**src/common/sep_pkg.sv**
```systemverilog
package sep_pkg;
    // Opcodes
    localparam logic [7:0] OP_ARM      = 8'h06;
    localparam logic [7:0] OP_DISARM   = 8'h04;
    localparam logic [7:0] OP_STAT_RD  = 8'h05;
    localparam logic [7:0] OP_STAT_WR  = 8'h01;
    localparam logic [7:0] OP_READ     = 8'h03;
    localparam logic [7:0] OP_WRITE    = 8'h02;
    // Status byte field positions
    localparam int ST_LOCK = 7;
    localparam int ST_GHI  = 3;
    localparam int ST_GLO  = 2;
    localparam int ST_WEL  = 1;
    localparam int ST_BUSY = 0;
    // Guarded region lower bounds, per area-guard code
    localparam logic [10:0] GUARD_LO_01 = 11'h600;
    localparam logic [10:0] GUARD_LO_10 = 11'h400;
    localparam logic [10:0] GUARD_LO_11 = 11'h000;
    // Geometry
    localparam int AW         = 11;
    localparam int PAGE_BITS  = 5;
    localparam int FIFO_W     = 19;
    localparam int FIFO_DEPTH = 4;
    localparam int SYNC_W     = 3;
    typedef enum logic [2:0] {
        SEP_IDLE = 3'b000,
        SEP_CMD  = 3'b001,
        SEP_ADDR = 3'b010,
        SEP_DIN  = 3'b011,
        SEP_DOUT = 3'b100,
        SEP_WAIT = 3'b101
    } sep_state_t;
endpackage

```
**src/core/sep_spi_slave.sv**
```systemverilog
// Function
// - Command, address and write bytes arrive MSB first from the first rising edge.
// - Response bytes leave MSB first from the first falling edge after the command.
// - Only the selected device drives the output; unselected ones float it.
// - Inputs captured on rising edges, output updated after falling edges.
// - Instructions are ignored until power-on reset has been released.
// - Reset deselects and clears write latch and busy; guard bits keep values.
// - After reset, selection needs a falling edge on the select line.
// - Select low is active; standby only when deselected and not busy.
// - Pause starts when hold falls while selected and the clock is low.
// - While paused the output floats, inputs are ignored, bit position kept.
// - Deselect during pause resets protocol but keeps latch and busy flags.
// - A complete write command still starts its cycle when deselected during pause.
// - Writes and status writes need a clock count that is a multiple of eight.
// - Modifying commands need the write latch set by the arm command.
// - Select must rise between the final bit's rising edge and the next one.
// - Final bit is the opcode's or last data byte's eighth; reads exempt.
// - Area-guard code 00/01/10/11 blocks none, 600h, 400h, 000h up to 7FFh.
// - Write-protect pin with lock bit freezes the guard bits.
// - While deselected the output is high impedance.
// - An unknown opcode leads to a wait state until deselection.
// - Decode arm, disarm, status fetch, status update, read and write opcodes.
// - Status byte: lock, three zeros, guard hi, guard lo, write latch, busy.
`timescale 1ns/100ps

module sep_fifo #(
    parameter int W     = 8,
    parameter int DEPTH = 4
) (
    // Clock and reset
    input  wire logic         clk_sys,
    input  wire logic         reset,
    // Fill side
    input  wire logic         in_valid,
    output logic              in_ready,
    input  wire logic [W-1:0] in_data,
    // Drain side
    output logic              out_valid,
    input  wire logic         out_ready,
    output logic      [W-1:0] out_data
);
    localparam int PW = $clog2(DEPTH);
    logic [W-1:0] mem_reg [DEPTH];
    logic [PW-1:0] wptr_reg;
    logic [PW-1:0] rptr_reg;
    logic [PW:0]   count_reg;
    logic          push;
    logic          pop;

    assign in_ready  = (count_reg != (PW+1)'(DEPTH));
    assign out_valid = (count_reg != '0);
    assign out_data  = mem_reg[rptr_reg];
    assign push      = in_valid & in_ready;
    assign pop       = out_valid & out_ready;

    always_ff @(posedge clk_sys) begin
        if (push) begin
            mem_reg[wptr_reg] <= in_data;
        end
    end

    always_ff @(posedge clk_sys or posedge reset) begin
        if (reset) begin
            wptr_reg  <= '0;
            rptr_reg  <= '0;
            count_reg <= '0;
        end else begin
            if (push) wptr_reg <= PW'(wptr_reg + 1'b1);
            if (pop) rptr_reg <= PW'(rptr_reg + 1'b1);
            count_reg <= (PW+1)'(count_reg + push - pop);
        end
    end
endmodule

module sep_spi_slave (
    // System
    input  wire logic                    clk_sys,
    input  wire logic                    reset,
    // Serial pins
    input  wire logic                    spi_clk,
    input  wire logic                    spi_sel_n,
    input  wire logic                    spi_din,
    input  wire logic                    spi_hold_n,
    input  wire logic                    spi_wp_n,
    output logic                         spi_dout,
    output logic                         spi_dout_oe,
    // Array write stream
    output logic                         wr_valid,
    input  wire logic                    wr_ready,
    output logic [sep_pkg::AW-1:0]       wr_addr,
    output logic [7:0]                   wr_byte,
    output logic                         wr_commit,
    output logic                         wr_abort,
    // Array read
    output logic                         rd_req,
    output logic [sep_pkg::AW-1:0]       rd_addr,
    input  wire logic [7:0]              rd_data,
    // Internal cycle and nonvolatile store
    input  wire logic                    cycle_done,
    output logic                         stat_commit,
    input  wire logic                    nv_load,
    input  wire logic [2:0]              nv_bits_in,
    output logic [2:0]                   nv_bits_out,
    // Status
    output logic                         standby,
    output logic [7:0]                   status_byte
);
    import sep_pkg::*;

    logic [SYNC_W-1:0] clk_q, sel_q, din_q, hold_q, wp_q;
    logic clk_lvl_reg, sel_lvl_reg, hold_lvl_reg, wp_lvl_reg;
    logic clk_rise, clk_fall, sel_fall, sel_rise, go_rise, go_fall;
    logic active_reg, paused_reg, end_ok_reg, bad_reg, pushed_reg;
    logic wel_reg, busy_reg, stat_pend_reg;
    logic lock_reg, ghi_reg, glo_reg;
    logic [7:0] stat_new_reg, op_reg, rx_reg, tx_reg, nxt_reg;
    logic [7:0] rx_byte;
    logic [2:0] bit_cnt_reg, fbit_reg;
    logic [2:0] addr_hi_reg;
    logic       addr_first_reg, rd_pend_reg, rd_first_reg, dout_reg, oe_reg;
    logic [AW-1:0] addr_reg;
    logic       byte_done, exec_ok, fifo_in_ready, push;
    sep_state_t state_reg;

    function automatic logic guarded(input logic [AW-1:0] a, input logic hi, input logic lo);
        case ({hi, lo})
            2'b01:   guarded = (a >= GUARD_LO_01);
            2'b10:   guarded = (a >= GUARD_LO_10);
            2'b11:   guarded = (a >= GUARD_LO_11);
            default: guarded = 1'b0;
        endcase
    endfunction

    // Three-stage sampling; a level only moves once stages two and three agree
    always_ff @(posedge clk_sys or posedge reset) begin
        if (reset) begin
            clk_q  <= '0;
            // Select starts as low, so a pin held low through reset never reads as a fall
            sel_q  <= '0;
            din_q  <= '0;
            hold_q <= '1;
            wp_q   <= '1;
        end else begin
            clk_q  <= {clk_q[1:0], spi_clk};
            sel_q  <= {sel_q[1:0], spi_sel_n};
            din_q  <= {din_q[1:0], spi_din};
            hold_q <= {hold_q[1:0], spi_hold_n};
            wp_q   <= {wp_q[1:0], spi_wp_n};
        end
    end

    // Parked clock level is unknown, so start from whatever settles first
    always_ff @(posedge clk_sys or posedge reset) begin
        if (reset) begin
            clk_lvl_reg  <= 1'b0;
            sel_lvl_reg  <= 1'b0;
            hold_lvl_reg <= 1'b1;
            wp_lvl_reg   <= 1'b1;
        end else begin
            if (clk_q[1] == clk_q[2]) clk_lvl_reg <= clk_q[2];
            if (sel_q[1] == sel_q[2]) sel_lvl_reg <= sel_q[2];
            if (hold_q[1] == hold_q[2]) hold_lvl_reg <= hold_q[2];
            if (wp_q[1] == wp_q[2]) wp_lvl_reg <= wp_q[2];
        end
    end

    assign clk_rise = (clk_q[1] == clk_q[2]) & clk_q[2] & ~clk_lvl_reg;
    assign clk_fall = (clk_q[1] == clk_q[2]) & ~clk_q[2] & clk_lvl_reg;
    assign sel_fall = (sel_q[1] == sel_q[2]) & ~sel_q[2] & sel_lvl_reg;
    assign sel_rise = (sel_q[1] == sel_q[2]) & sel_q[2] & ~sel_lvl_reg;
    assign go_rise  = active_reg & ~paused_reg & clk_rise;
    assign go_fall  = active_reg & ~paused_reg & clk_fall;
    assign rx_byte  = {rx_reg[6:0], din_q[2]};
    assign byte_done = go_rise & (bit_cnt_reg == 3'h7);

    // Selection is edge-armed: a low select held through reset never selects
    always_ff @(posedge clk_sys or posedge reset) begin
        if (reset) begin
            active_reg <= 1'b0;
        end else if (sel_rise) begin
            active_reg <= 1'b0;
        end else if (sel_fall) begin
            active_reg <= 1'b1;
        end
    end

    always_ff @(posedge clk_sys or posedge reset) begin
        if (reset) begin
            paused_reg <= 1'b0;
        end else if (!active_reg || sel_rise) begin
            paused_reg <= 1'b0;
        end else if (!paused_reg && !hold_lvl_reg && !clk_lvl_reg) begin
            paused_reg <= 1'b1;
        end else if (paused_reg && hold_lvl_reg) begin
            paused_reg <= 1'b0;
        end
    end

    // Deselect executes only right after a whole byte with no further clock
    assign exec_ok = sel_rise & active_reg & end_ok_reg & ~bad_reg;
    assign push    = (state_reg == SEP_DIN) & byte_done & (op_reg == OP_WRITE);

    always_ff @(posedge clk_sys or posedge reset) begin
        if (reset) begin
            state_reg      <= SEP_IDLE;
            bit_cnt_reg    <= '0;
            rx_reg         <= '0;
            op_reg         <= '0;
            end_ok_reg     <= 1'b0;
            bad_reg        <= 1'b0;
            pushed_reg     <= 1'b0;
            addr_first_reg <= 1'b0;
            addr_hi_reg    <= '0;
            stat_new_reg   <= '0;
        end else if (!active_reg || sel_rise) begin
            state_reg   <= SEP_IDLE;
            bit_cnt_reg <= '0;
            end_ok_reg  <= 1'b0;
            bad_reg     <= 1'b0;
            pushed_reg  <= 1'b0;
        end else if (go_rise) begin
            bit_cnt_reg <= bit_cnt_reg + 3'h1;
            rx_reg      <= rx_byte;
            end_ok_reg  <= 1'b0;
            if (state_reg == SEP_IDLE) state_reg <= SEP_CMD;
            if (byte_done) begin
                case (state_reg)
                    SEP_IDLE, SEP_CMD: begin
                        op_reg         <= rx_byte;
                        addr_first_reg <= 1'b1;
                        case (rx_byte)
                            OP_ARM, OP_DISARM: begin
                                end_ok_reg <= 1'b1;
                                state_reg  <= SEP_WAIT;
                            end
                            OP_STAT_RD: state_reg <= SEP_DOUT;
                            OP_READ:    state_reg <= SEP_ADDR;
                            OP_STAT_WR: state_reg <= (wel_reg && !busy_reg) ? SEP_DIN : SEP_WAIT;
                            OP_WRITE:   state_reg <= (wel_reg && !busy_reg) ? SEP_ADDR : SEP_WAIT;
                            default:    state_reg <= SEP_WAIT;
                        endcase
                    end
                    SEP_ADDR: begin
                        addr_first_reg <= 1'b0;
                        addr_hi_reg    <= rx_byte[2:0];
                        if (!addr_first_reg) begin
                            state_reg <= (op_reg == OP_READ) ? SEP_DOUT : SEP_DIN;
                        end
                    end
                    SEP_DIN: begin
                        end_ok_reg <= 1'b1;
                        if (op_reg == OP_STAT_WR) begin
                            stat_new_reg <= rx_byte;
                            state_reg    <= SEP_WAIT;
                        end else begin
                            pushed_reg <= 1'b1;
                            // Full buffer or guarded byte spoils the whole command
                            if (!fifo_in_ready || guarded(addr_reg, ghi_reg, glo_reg)) begin
                                bad_reg <= 1'b1;
                            end
                        end
                    end
                    default: state_reg <= state_reg;
                endcase
            end
        end
    end

    // Array address; writes wrap within the page, reads run through the array
    always_ff @(posedge clk_sys or posedge reset) begin
        if (reset) begin
            addr_reg <= '0;
        end else if (active_reg && state_reg == SEP_ADDR && byte_done && !addr_first_reg) begin
            addr_reg <= {addr_hi_reg, rx_byte};
        end else if (push) begin
            addr_reg[PAGE_BITS-1:0] <= addr_reg[PAGE_BITS-1:0] + 1'b1;
        end else if (rd_req) begin
            addr_reg <= addr_reg + 11'h001;
        end
    end

    // Read side: first byte fetched at address end, later ones one byte ahead
    assign rd_addr = addr_reg;
    always_ff @(posedge clk_sys or posedge reset) begin
        if (reset) begin
            rd_req       <= 1'b0;
            rd_pend_reg  <= 1'b0;
            rd_first_reg <= 1'b0;
        end else begin
            rd_req      <= 1'b0;
            rd_pend_reg <= rd_req;
            if (active_reg && state_reg == SEP_ADDR && byte_done && !addr_first_reg
                && op_reg == OP_READ) begin
                rd_req       <= 1'b1;
                rd_first_reg <= 1'b1;
            end else if (go_fall && state_reg == SEP_DOUT && op_reg == OP_READ
                         && fbit_reg == 3'h0) begin
                rd_req       <= 1'b1;
                rd_first_reg <= 1'b0;
            end
        end
    end

    always_ff @(posedge clk_sys or posedge reset) begin
        if (reset) begin
            tx_reg   <= '0;
            nxt_reg  <= '0;
            fbit_reg <= '0;
            dout_reg <= 1'b0;
        end else if (!active_reg) begin
            fbit_reg <= '0;
        end else if (state_reg == SEP_CMD && byte_done) begin
            tx_reg   <= status_byte;
            fbit_reg <= '0;
        end else if (rd_pend_reg && rd_first_reg) begin
            tx_reg <= rd_data;
        end else if (rd_pend_reg) begin
            nxt_reg <= rd_data;
        end else if (go_fall && state_reg == SEP_DOUT) begin
            dout_reg <= tx_reg[7];
            fbit_reg <= fbit_reg + 3'h1;
            if (fbit_reg == 3'h7) begin
                tx_reg <= (op_reg == OP_READ) ? nxt_reg : status_byte;
            end else begin
                tx_reg <= {tx_reg[6:0], 1'b0};
            end
        end
    end

    always_ff @(posedge clk_sys or posedge reset) begin
        if (reset) begin
            oe_reg <= 1'b0;
        end else begin
            oe_reg <= active_reg & ~sel_rise & ~paused_reg & (state_reg == SEP_DOUT);
        end
    end
    assign spi_dout    = dout_reg;
    assign spi_dout_oe = oe_reg;

    // Volatile flags; a cycle end never swallows a latch set in the same clock
    always_ff @(posedge clk_sys or posedge reset) begin
        if (reset) begin
            wel_reg       <= 1'b0;
            busy_reg      <= 1'b0;
            stat_pend_reg <= 1'b0;
            wr_commit     <= 1'b0;
            wr_abort      <= 1'b0;
            stat_commit   <= 1'b0;
        end else begin
            wr_commit   <= 1'b0;
            wr_abort    <= 1'b0;
            stat_commit <= 1'b0;
            if (cycle_done) begin
                busy_reg      <= 1'b0;
                wel_reg       <= 1'b0;
                stat_pend_reg <= 1'b0;
            end
            if (exec_ok) begin
                case (op_reg)
                    OP_ARM:    wel_reg <= 1'b1;
                    OP_DISARM: wel_reg <= 1'b0;
                    OP_STAT_WR: begin
                        if (!(lock_reg && !wp_lvl_reg)) begin
                            busy_reg      <= 1'b1;
                            stat_pend_reg <= 1'b1;
                            stat_commit   <= 1'b1;
                        end
                    end
                    OP_WRITE: begin
                        busy_reg  <= 1'b1;
                        wr_commit <= 1'b1;
                    end
                    default: busy_reg <= busy_reg;
                endcase
            end else if (sel_rise && pushed_reg) begin
                wr_abort <= 1'b1;
            end
        end
    end

    // Nonvolatile bits are not touched by reset; the store restores them
    always_ff @(posedge clk_sys) begin
        if (nv_load) begin
            {lock_reg, ghi_reg, glo_reg} <= nv_bits_in;
        end else if (cycle_done && stat_pend_reg) begin
            lock_reg <= stat_new_reg[ST_LOCK];
            ghi_reg  <= stat_new_reg[ST_GHI];
            glo_reg  <= stat_new_reg[ST_GLO];
        end
    end

    assign nv_bits_out = {lock_reg, ghi_reg, glo_reg};
    assign status_byte = {lock_reg, 3'b000, ghi_reg, glo_reg, wel_reg, busy_reg};
    assign standby     = ~active_reg & ~busy_reg;

    sep_fifo #(
        .W     (FIFO_W),
        .DEPTH (FIFO_DEPTH)
    ) u_fifo (
        .clk_sys   (clk_sys),
        .reset     (reset),
        .in_valid  (push & ~guarded(addr_reg, ghi_reg, glo_reg)),
        .in_ready  (fifo_in_ready),
        .in_data   ({addr_reg, rx_byte}),
        .out_valid (wr_valid),
        .out_ready (wr_ready),
        .out_data  ({wr_addr, wr_byte})
    );
endmodule

```
**config.mk**
```make
export PLATFORM = sky130hd
export DESIGN_NAME = sep_spi_slave
export DESIGN_NICKNAME = d
export VERILOG_FILES = /design/src/common/sep_pkg.sv /design/src/core/sep_spi_slave.sv
export SDC_FILE = /design/constraint.sdc
export NUM_CORES = 1
export LEC_CHECK = 0
export ABC_AREA = 0
export ABC_CLOCK_PERIOD_IN_PS = 8630
export BUFFER_PORTS_ARGS = -buffer_cell sky130_fd_sc_hd__buf_4
export CORE_UTILIZATION = 55
export DETAILED_ROUTE_END_ITERATION = 10
export PLACE_DENSITY = 0.75
export SLEW_MARGIN = 20
export SYNTH_ARGS = -nofsm -noshare
export SYNTH_HDL_FRONTEND = slang
export SYNTH_SLANG_ARGS = --single-unit
```
**constraint.sdc**
```tcl
create_clock -name clk_sys -period 8.63 [get_ports clk_sys]
set_input_delay 0.4315 -clock clk_sys [delete_from_list [all_inputs] [get_ports clk_sys]]
set_output_delay 0.4315 -clock clk_sys [all_outputs]
set_load 0.01 [all_outputs]
```
# Yosys cells after proc, flatten, opt, wreduce, memory -nomap -nowiden
# Memories as Yosys holds them, arrays and structs flattened.
# Cells that the tools add are included.
# totals
input_bits	21
ramBits	76
n_memories	1
reg_bits	108
wordCells	269
output_inout_bits	49
# mem_list
memory	depth	word_bits	rd	rd_clocked_by_memory_dff	write_ports	line_no	source
u_fifo.mem_reg	4	19	1	0	1	sep_spi_slave.sv:43	logic [W-1:0] mem_reg [DEPTH];
# classes
bitwise_logic	38
eq_ne	33
n_addsub	8
n_mux	86
n_lt_le_gt_ge	3
n_reduce_logical	57
# ops
operator	n
$mux 1	53
$mux 3	16
$mux 8	6
$eq 8x3->1 const B	5
$eq 8x2->1 const B	4
$and 1x1->1	24
$ge 11x11->1 const B	2
$mux 11	2
$reduce_and 4->1	5
$reduce_bool 2->1	9
$eq 8x1->1 const B	2
$logic_and 1x1->1	16
$reduce_and 5->1	3
$not 1->1	14
$pmux 3 s4	1
$reduce_bool 3->1	4
$add 11x1->11 const B	1
$ge 11x1->1 const B	1
$eq 3x3->1 const B	3
$pmux 3 s3	1
$logic_not 1->1	8
$add 3x1->3 const B	2
$eq 3x2->1 const B	2
$logic_not 3->1	2
23 further kinds	39

# Logic depth before layout (Yosys ltp)
# Gate-level depths: netlist of run 1.
# logic_depth
word_depth	15
ltp_mapped	8
depth_no_buf	8

# Cells and area by module
# Synthesis of run 1 repeated with hierarchy kept, for this count alone.
# hier_totals
hier_cells	572
area_unflattened_um2	7835.0
# by_module_without_submodules
mod	seq_area_each_um2	cells_per_inst	n_inst	area_each_um2
sep_spi_slave	2427.3	430	1	4609.4
sep_fifo	2457.4	142	1	3225.6

# Worst setup path after synthesis of run 1
# OpenSTA, ideal clock, no wires.
# synth_timing
path_kind	reg2reg
startpoint	register bit_cnt_reg[0]
endpoint	memory u_fifo.mem_reg[0][0] (netlist bit) (enable)
path_buffers	0
arrival_ps	2097
required_time_ps	8253
setup_time_ps	377
period_less_slack_ps	2474
setup_slack_ps	6156
stages_incl_launch_ff	7
cell_sequence	dfrtp_1 -> ha_1 -> ha_1 -> nor4bb_1 -> nand2_1 -> nor3_1 -> and2_1
# synth_between
elab_chain_len	8
# synth_rtl
item	line_no	source
start: declaration	sep_spi_slave.sv:118	logic [2:0] bit_cnt_reg, fbit_reg;
start signal: assignment	sep_spi_slave.sv:222	bit_cnt_reg <= bit_cnt_reg + 3'h1;
$eq 3x3->1	sep_spi_slave.sv:174	assign byte_done = go_rise & (bit_cnt_reg == 3'h7);
$and 1x1->1	sep_spi_slave.sv:174	
$and 1x1->1 (2 in series)	sep_spi_slave.sv:201	assign push = (state_reg == SEP_DIN) & byte_done & (op_reg == OP_WRITE);
$and 1x1->1	sep_spi_slave.sv:402	.in_valid (push & ~guarded(addr_reg, ghi_reg, glo_reg)),
$and 1x1->1	sep_spi_slave.sv:53	assign push = in_valid & in_ready;
named net u_fifo.push	sep_spi_slave.sv:47	logic push;
$mux 1	sep_spi_slave.sv:57	if (push) begin
$mux 1 (not written as such)	sep_spi_slave.sv:58	mem_reg[wptr_reg] <= in_data;
end: declaration	sep_spi_slave.sv:43	
# The timed path passes the listed nets, and every way through them passes these cells.

# Worst setup path in the final report of run 1
# layout_timing
startpoint	register bit_cnt_reg[0]
endpoint	memory u_fifo.mem_reg[0][7] (netlist bit) (enable)
# The elaborated chain is that of the path after synthesis.

==> flow_summary.yaml, run 1 <==
worst_setup_path:
  ff2ff_path_depth: 6
  end_kind: "register"
  r2r_start: "bit_cnt_reg[0]"
  critical_path_required_ps: 8680
  critical_path_class: "reg -> reg"
  r2r-end: "u_fifo.mem_reg[0][7]"
  worstPathArrival_ps: 3250
  r2r_slack_ps: 5430
  critPathLaunchType: "register"
  crit_fanout: 19
detailed_routing:
  antenna_left: 0
  first_pass_iters: 4
  vias: 4669
  drt-wirelength-per-cell_microns: 18.75
  routed_via_density: 5.771
  drt_iter0_drc: 402
  drc: 0
  totalWireLength_mm: 15.17
die:
  start_util_pct: 56.15
  fp.coreArea_sq_um: 13830
  dieHeight_microns: 120.8
  io_pins: 70
  rows: 43
  dieArea_sq_um: 14600
  dieWidth_microns: 120.8
power:
  irDropWorstVdd_mv: 0.1568
  power.leakage_uw: 0.003552
  power.density_nw_per_um2: 225.2
  power_uw: 2008
timing:
  finalCritPeriodShare_pct: 37.07
  setup_viol: 0
  rsz0062_at_grt: "false"
  tns_ps: 0
  tightest_slew_ps: 1038
  fmax_ghz: 0.3126
  period_minus_slack_ps: 3199
  maxSlewHeadroom_pct: 30.23
  hold_viol_final: 0
  skew_ps: 7.050
  slew_viol_final: 0
global_routing:
  grt_max_degree: 59
  antenna_found_initial: 0
  gr-total-overflow: 0
  grt_pass1_vias: 4741
  grt_pass1_wl_mm: 24.90
  grt_usage_pct: 22.84
synth:
  synth_area_per_cell_sq_um: 13.84
  synthesis.area_sq_um: 7764
  seq_area_frac_synth_pct: 62.92
  ys_dominant_reg_cell: "dfrtp_1"
  ys_ff_latch: 179
  synthArstFlopShare_pct: 55.87
  synth_edf_count: 79
  yosysWarnings: 0
  syn_inst: 561
  synth.distinct_cells: 64
cts:
  ctsLongestPathBuffers: 2
  clock_sinks: 179
  cts_made_buffers: 17
  clockRootBuffer: "clkbuf_16"
  cts.clk_slew.worst_paths_ps: 60
  clock_latency_ps: 430
  postCtsSetupBuffers: 0
  cts-hold-fix-buffers: 0
  cts_resized: 0
  htree_levels: 4
  cts_tree: "yes"
finish:
  antenna_cells: 0
  largest_reg_flops: 76
  seqCellArea_sq_um: 4885
  area_growth_pct: 14.88
  multi_input_area_sq_um: 2619
  drive_gt1_share_pct: 27.03
  fin_nets: 655
  fill_cells: 980
place:
  gp_congestion: 0.9142
  numPortBuffers: 66
  place_hpwl_mm: 9.979
flow_run:
  cap_violations: 0
status:
  status: "finished clean"
hold_path:
  worstHoldPathType: "in -> async"
==> critical path, cell delays in order, from the launching register on <==
cell and delay (ps):
dfrtp_1 380, ha_1 160, ha_1 210, nor4bb_1 370, nand2_1 150, nor3_1 660, and2_1 880
==> metrics by stage <==
step / area [sq um] / std cells / hold WS (ps) / util, % / setup slack [ps]
final: 8919 / 809 / 45.14 / 64.50 / 5431
after global routing: 8919 / 809 / 94.80 / 64.50 / 5193
after CTS: 8919 / 809 / 56.28 / 64.50 / 5340
after detailed placement: 8328 / 777 / 336.4 / 60.23 / 5319
after global placement: 8328 / 777 / 333.7 / 60.23 / 5541
after floorplan: 7771 / 563 / 331.2 / - / 5593
==> cell usage after synthesis (3+ instances only) <==
master | count | share of area [%]
clkbuf_1 | 14 | 0.68
nor2b_1 | 8 | 0.64
xor2_1 | 5 | 0.56
mux4_2 | 19 | 5.5
a211oi_1 | 6 | 0.58
nand3_1 | 9 | 0.58
nor4_4 | 3 | 0.82
o31ai_1 | 6 | 0.58
dfstp_2 | 8 | 2.7
xnor2_1 | 11 | 1.2
o21ai_0 | 21 | 1.4
a21o_1 | 3 | 0.29
buf_2 | 3 | 0.19
o31a_2 | 3 | 0.39
buf_4 | 11 | 1.1
nand2b_1 | 6 | 0.48
ha_1 | 17 | 2.7
and2_1 | 6 | 0.48
buf_1 | 4 | 0.19
nor3_1 | 9 | 0.58
dfrtp_1 | 92 | 30
inv_1 | 23 | 1.1
a31oi_1 | 3 | 0.24
edfxtp_1 | 79 | 31
a21oi_1 | 24 | 1.5
nand3b_1 | 4 | 0.39
nor2_1 | 39 | 1.9
nand2_1 | 36 | 1.7
mux2_2 | 35 | 5.1
mux2i_1 | 8 | 1.0
nor4_1 | 4 | 0.32
==> metal layers <==
layer  track usage, %  share of wire, %
met5                0                 0
met4            10.42               2.1
met3            5.047               4.1
met2            37.18                51
met1            29.42                43
==> layout by cell type, fill, tap and decap left out, types with 5 or more instances in the layout <==
cell and count:
nor2_1 39, inv_1 22, ha_1 17, nand2_1 36
nand3_1 9, edfxtp_1 79, mux4_2 19, dfrtp_1 92
o21ai_0 21, dfstp_2 8, mux2_2 35, nor2b_1 8
o31ai_1 6, xnor2_1 11, xor2_1 5, mux2i_1 8
nor3_1 9, nand2b_1 6, a211oi_1 6, buf_4 68
clkbuf_16 17, and2_1 6, a21oi_1 24
==> how the worst max path moves through the flow <==
stage                   start                    end  slack [ps]  cells after the start
4_1_cts        bit_cnt_reg[0]  u_fifo.mem_reg[0][11]        5340                      6
3_5_place_dp   bit_cnt_reg[0]  u_fifo.mem_reg[0][10]        5320                      6
2_1_floorplan           reset             active_reg        5590                      1
3_3_place_gp   bit_cnt_reg[0]   u_fifo.mem_reg[0][0]        5540                      6
5_1_grt        bit_cnt_reg[0]   u_fifo.mem_reg[0][7]        5190                      6
6_report       bit_cnt_reg[0]   u_fifo.mem_reg[0][7]        5430                      6
==> cells by family after synthesis <==
family | count (synthesis) | share of synthesized area (%)
AO/OA/AOI/OAI | 79 | 6.334
XOR/XNOR | 16 | 1.805
adder cells (fa/ha/maj) | 20 | 3.255
buffers and inverters | 57 | 3.449
flip-flops | 179 | 62.92
multiplexers | 62 | 11.62
other | 1 | 0.04830
AND/OR/NAND/NOR | 147 | 10.57
==> final cells by class <==
class,instances,area share (%)
repair buffers,68,5.724
inverters,23,0.9961
well taps,180,2.525
multi-input cells,327,29.36
clock inverters,13,1.768
clock buffers,19,4.854
flip-flops and latches,179,54.77
==> report_power, final <==
group / switching [uW] / total [uW] / internal, uW / leakage, uW
Clock: 321 / 777 / 456 / 0.000288
Sequential: 73.5 / 1000 / 931 / 0.00191
Combinational: 107 / 226 / 119 / 0.00135
No activity file was read; power rests on OpenSTA's default activity.
==> run 2, diff against run 1 <==
--- a/config.mk
+++ b/config.mk
@@ -6,7 +6,7 @@
 export NUM_CORES = 1
 export LEC_CHECK = 0
 export ABC_AREA = 0
-export ABC_CLOCK_PERIOD_IN_PS = 8630
+export ABC_CLOCK_PERIOD_IN_PS = 3300
 export BUFFER_PORTS_ARGS = -buffer_cell sky130_fd_sc_hd__buf_4
 export CORE_UTILIZATION = 55
 export DETAILED_ROUTE_END_ITERATION = 10
==> constraint.sdc (replaced) <==
create_clock -name clk_sys -period 3.3 [get_ports clk_sys]
set_input_delay 0.165 -clock clk_sys [delete_from_list [all_inputs] [get_ports clk_sys]]
set_output_delay 0.165 -clock clk_sys [all_outputs]
set_load 0.01 [all_outputs]
==> run 2 against run 1 <==
Compared with the run above: hold slack got worse by 7.0 ps; clock-buffer cell count increased by 3; first-iteration DRC count shrank 33%; largest cell class unchanged; sequential power increased to 2.6 times the previous value; total power up 150%; worst setup slack got worse by 4700 ps; non-clock buffer count grew 23; maximum frequency grew 26%; combinational power rose to 2.7 times the previous value.
==> flow_summary.yaml, run 2 (synthesis results as in run 1) <==
status:
  status: "finished clean"
detailed_routing:
  wl_met2_mm: 7.666
  drt_iter0_drc: 268
  antenna_left: 0
  first_pass_iters: 6
  totalWireLength_mm: 15.01
  vias: 4700
  routed_via_density: 5.649
  drt-wirelength-per-cell_microns: 18.04
  drc: 0
  wl_met1_mm: 6.458
  dr.max_layer_used: "met4"
  wl_met3_microns: 635
place:
  place_hpwl_mm: 9.946
  gp_congestion: 0.8763
  numPortBuffers: 66
  place_area_sq_um: 8388
timing:
  maxSlewHeadroom_pct: 30.57
  period_minus_slack_ps: 2542
  fmax_ghz: 0.3934
  tns_ps: 0
  slew_viol_final: 0
  hold_viol_final: 0
  finalCritPeriodShare_pct: 77.03
  setup_viol: 0
  skew_ps: 8.105
  rsz0062_at_grt: "false"
  tightest_slew_ps: 1035
die:
  dieArea_sq_um: 14600
  dieHeight_microns: 120.8
  dieWidth_microns: 120.8
  fp.coreArea_sq_um: 13830
  io_pins: 70
  rows: 43
  start_util_pct: 56.15
power:
  power.density_nw_per_um2: 552.7
  power.leakage_uw: 0.003607
  power_uw: 4998
  irDropWorstVdd_mv: 0.3087
finish:
  mostFrequentLayoutCell: "dfrtp_1"
  layout.cells.most_common_list: "dfrtp_1 (92), edfxtp_1 (79), buf_4 (76)"
  area_growth_pct: 16.49
  drive_gt1_share_pct: 26.53
  seqCellArea_sq_um: 4885
  multi_input_area_sq_um: 2619
  fill_cells: 977
  fin_nets: 678
  largest_reg_flops: 76
  antenna_cells: 0
  final_area_sq_um: 9044
worst_setup_path:
  end_kind: "register"
  worstPathArrival_ps: 2810
  crit_fanout: 16
  cp_slowest_cell: "a311o_1"
  critical_path_required_ps: 3570
  critical_path_class: "reg -> reg"
  critPathLaunchType: "register"
  max_stage_delay_ps: 460
  cp_cell_sequence: "ha_1, ha_1, nor4bb_1, a21o_1, o21ai_1, a311o_1, a2bb2oi_1"
  crit_path_frequent_cell: "ha_1"
  r2r_slack_ps: 760
  ff2ff_path_depth: 7
global_routing:
  grt_usage_pct: 22.58
  grt_max_degree: 71
  antenna_found_initial: 0
  grt_pass1_wl_mm: 24.46
  gr-total-overflow: 0
  grt_pass1_vias: 4758
cts:
  cts_made_buffers: 17
  cts_tree: "yes"
  clockRootBuffer: "clkbuf_16"
  htree_levels: 4
  ctsLongestPathBuffers: 2
  cts.clk_slew.worst_paths_ps: 60
  clock_latency_ps: 430
  clock_sinks: 179
hold_path:
  min_path_cells: 2
  worstHoldPathType: "in -> reg"
flow_run:
  cap_violations: 0
## run 2: per-stage QoR
stage / hold slack, ps / utilization, % / instances / worst slack, ps
2_1_floorplan: 169.5 / - / 563 / 529.5
3_3_place_gp: 274.8 / 60.66 / 785 / 830.8
3_5_place_dp: 274.3 / 60.66 / 785 / 761.9
4_1_cts: 29.31 / 65.41 / 832 / 750.8
5_1_grt: 34.38 / 65.41 / 832 / 532.7
6_report: 38.18 / 65.41 / 832 / 758.0
## run 2: worst paths after layout
check	start	to
min in group asynchronous	reset	clk_q[2]
worst max register to register	bit_cnt_reg[0]	tx_reg[7]
worst min-delay path	nv_bits_in[1]	ghi_reg
worst min register to register	din_q[1]	din_q[2]
max in group asynchronous	reset	wp_lvl_reg
worst max-delay path	bit_cnt_reg[0]	tx_reg[7]
## run 2: worst max-delay path: cells and delay by family (launching register included)
| kind | cells | cell delay, ps |
|---|---|---|
| AOI/OAI and AO/OA | 4 | 1210 |
| and+or+nand+nor | 1 | 440 |
| DFF | 1 | 370 |
| adders and majority gates | 2 | 370 |
## run 2: power by group
part / switching, uW / total [uW] / leakage (uW) / internal [uW]
Sequential: 184 / 2620 / 0.00191 / 2440
Clock: 815 / 1770 / 0.000239 / 956
Combinational: 282 / 608 / 0.00146 / 326
## run 2: what timing repair did
| action | 4_1_cts | 5_1_grt |
|---|---|---|
| resized for setup | 0 | 0 |
| hold endpoints to repair | 75 | 0 |
| hold buffers | 15 | 0 |
| setup buffers | 0 | 0 |
## run 2: routing by layer
metal	GRT usage (%)	vias up
met1	28.68	2384
met2	38.51	107
met4	8.025	0
met3	4.670	18
li1	-	2191
met5	0	-
## run 2: final cells by class
cell class                 count  share of cell area, %
inverter                      23                 0.9823
timing repair buffer          91                  7.969
clock buffer                  22                  4.911
sequential                   179                  54.01
multi-input combinational    327                  28.96
clock inverter                10                 0.6779
tap                          180                  2.490
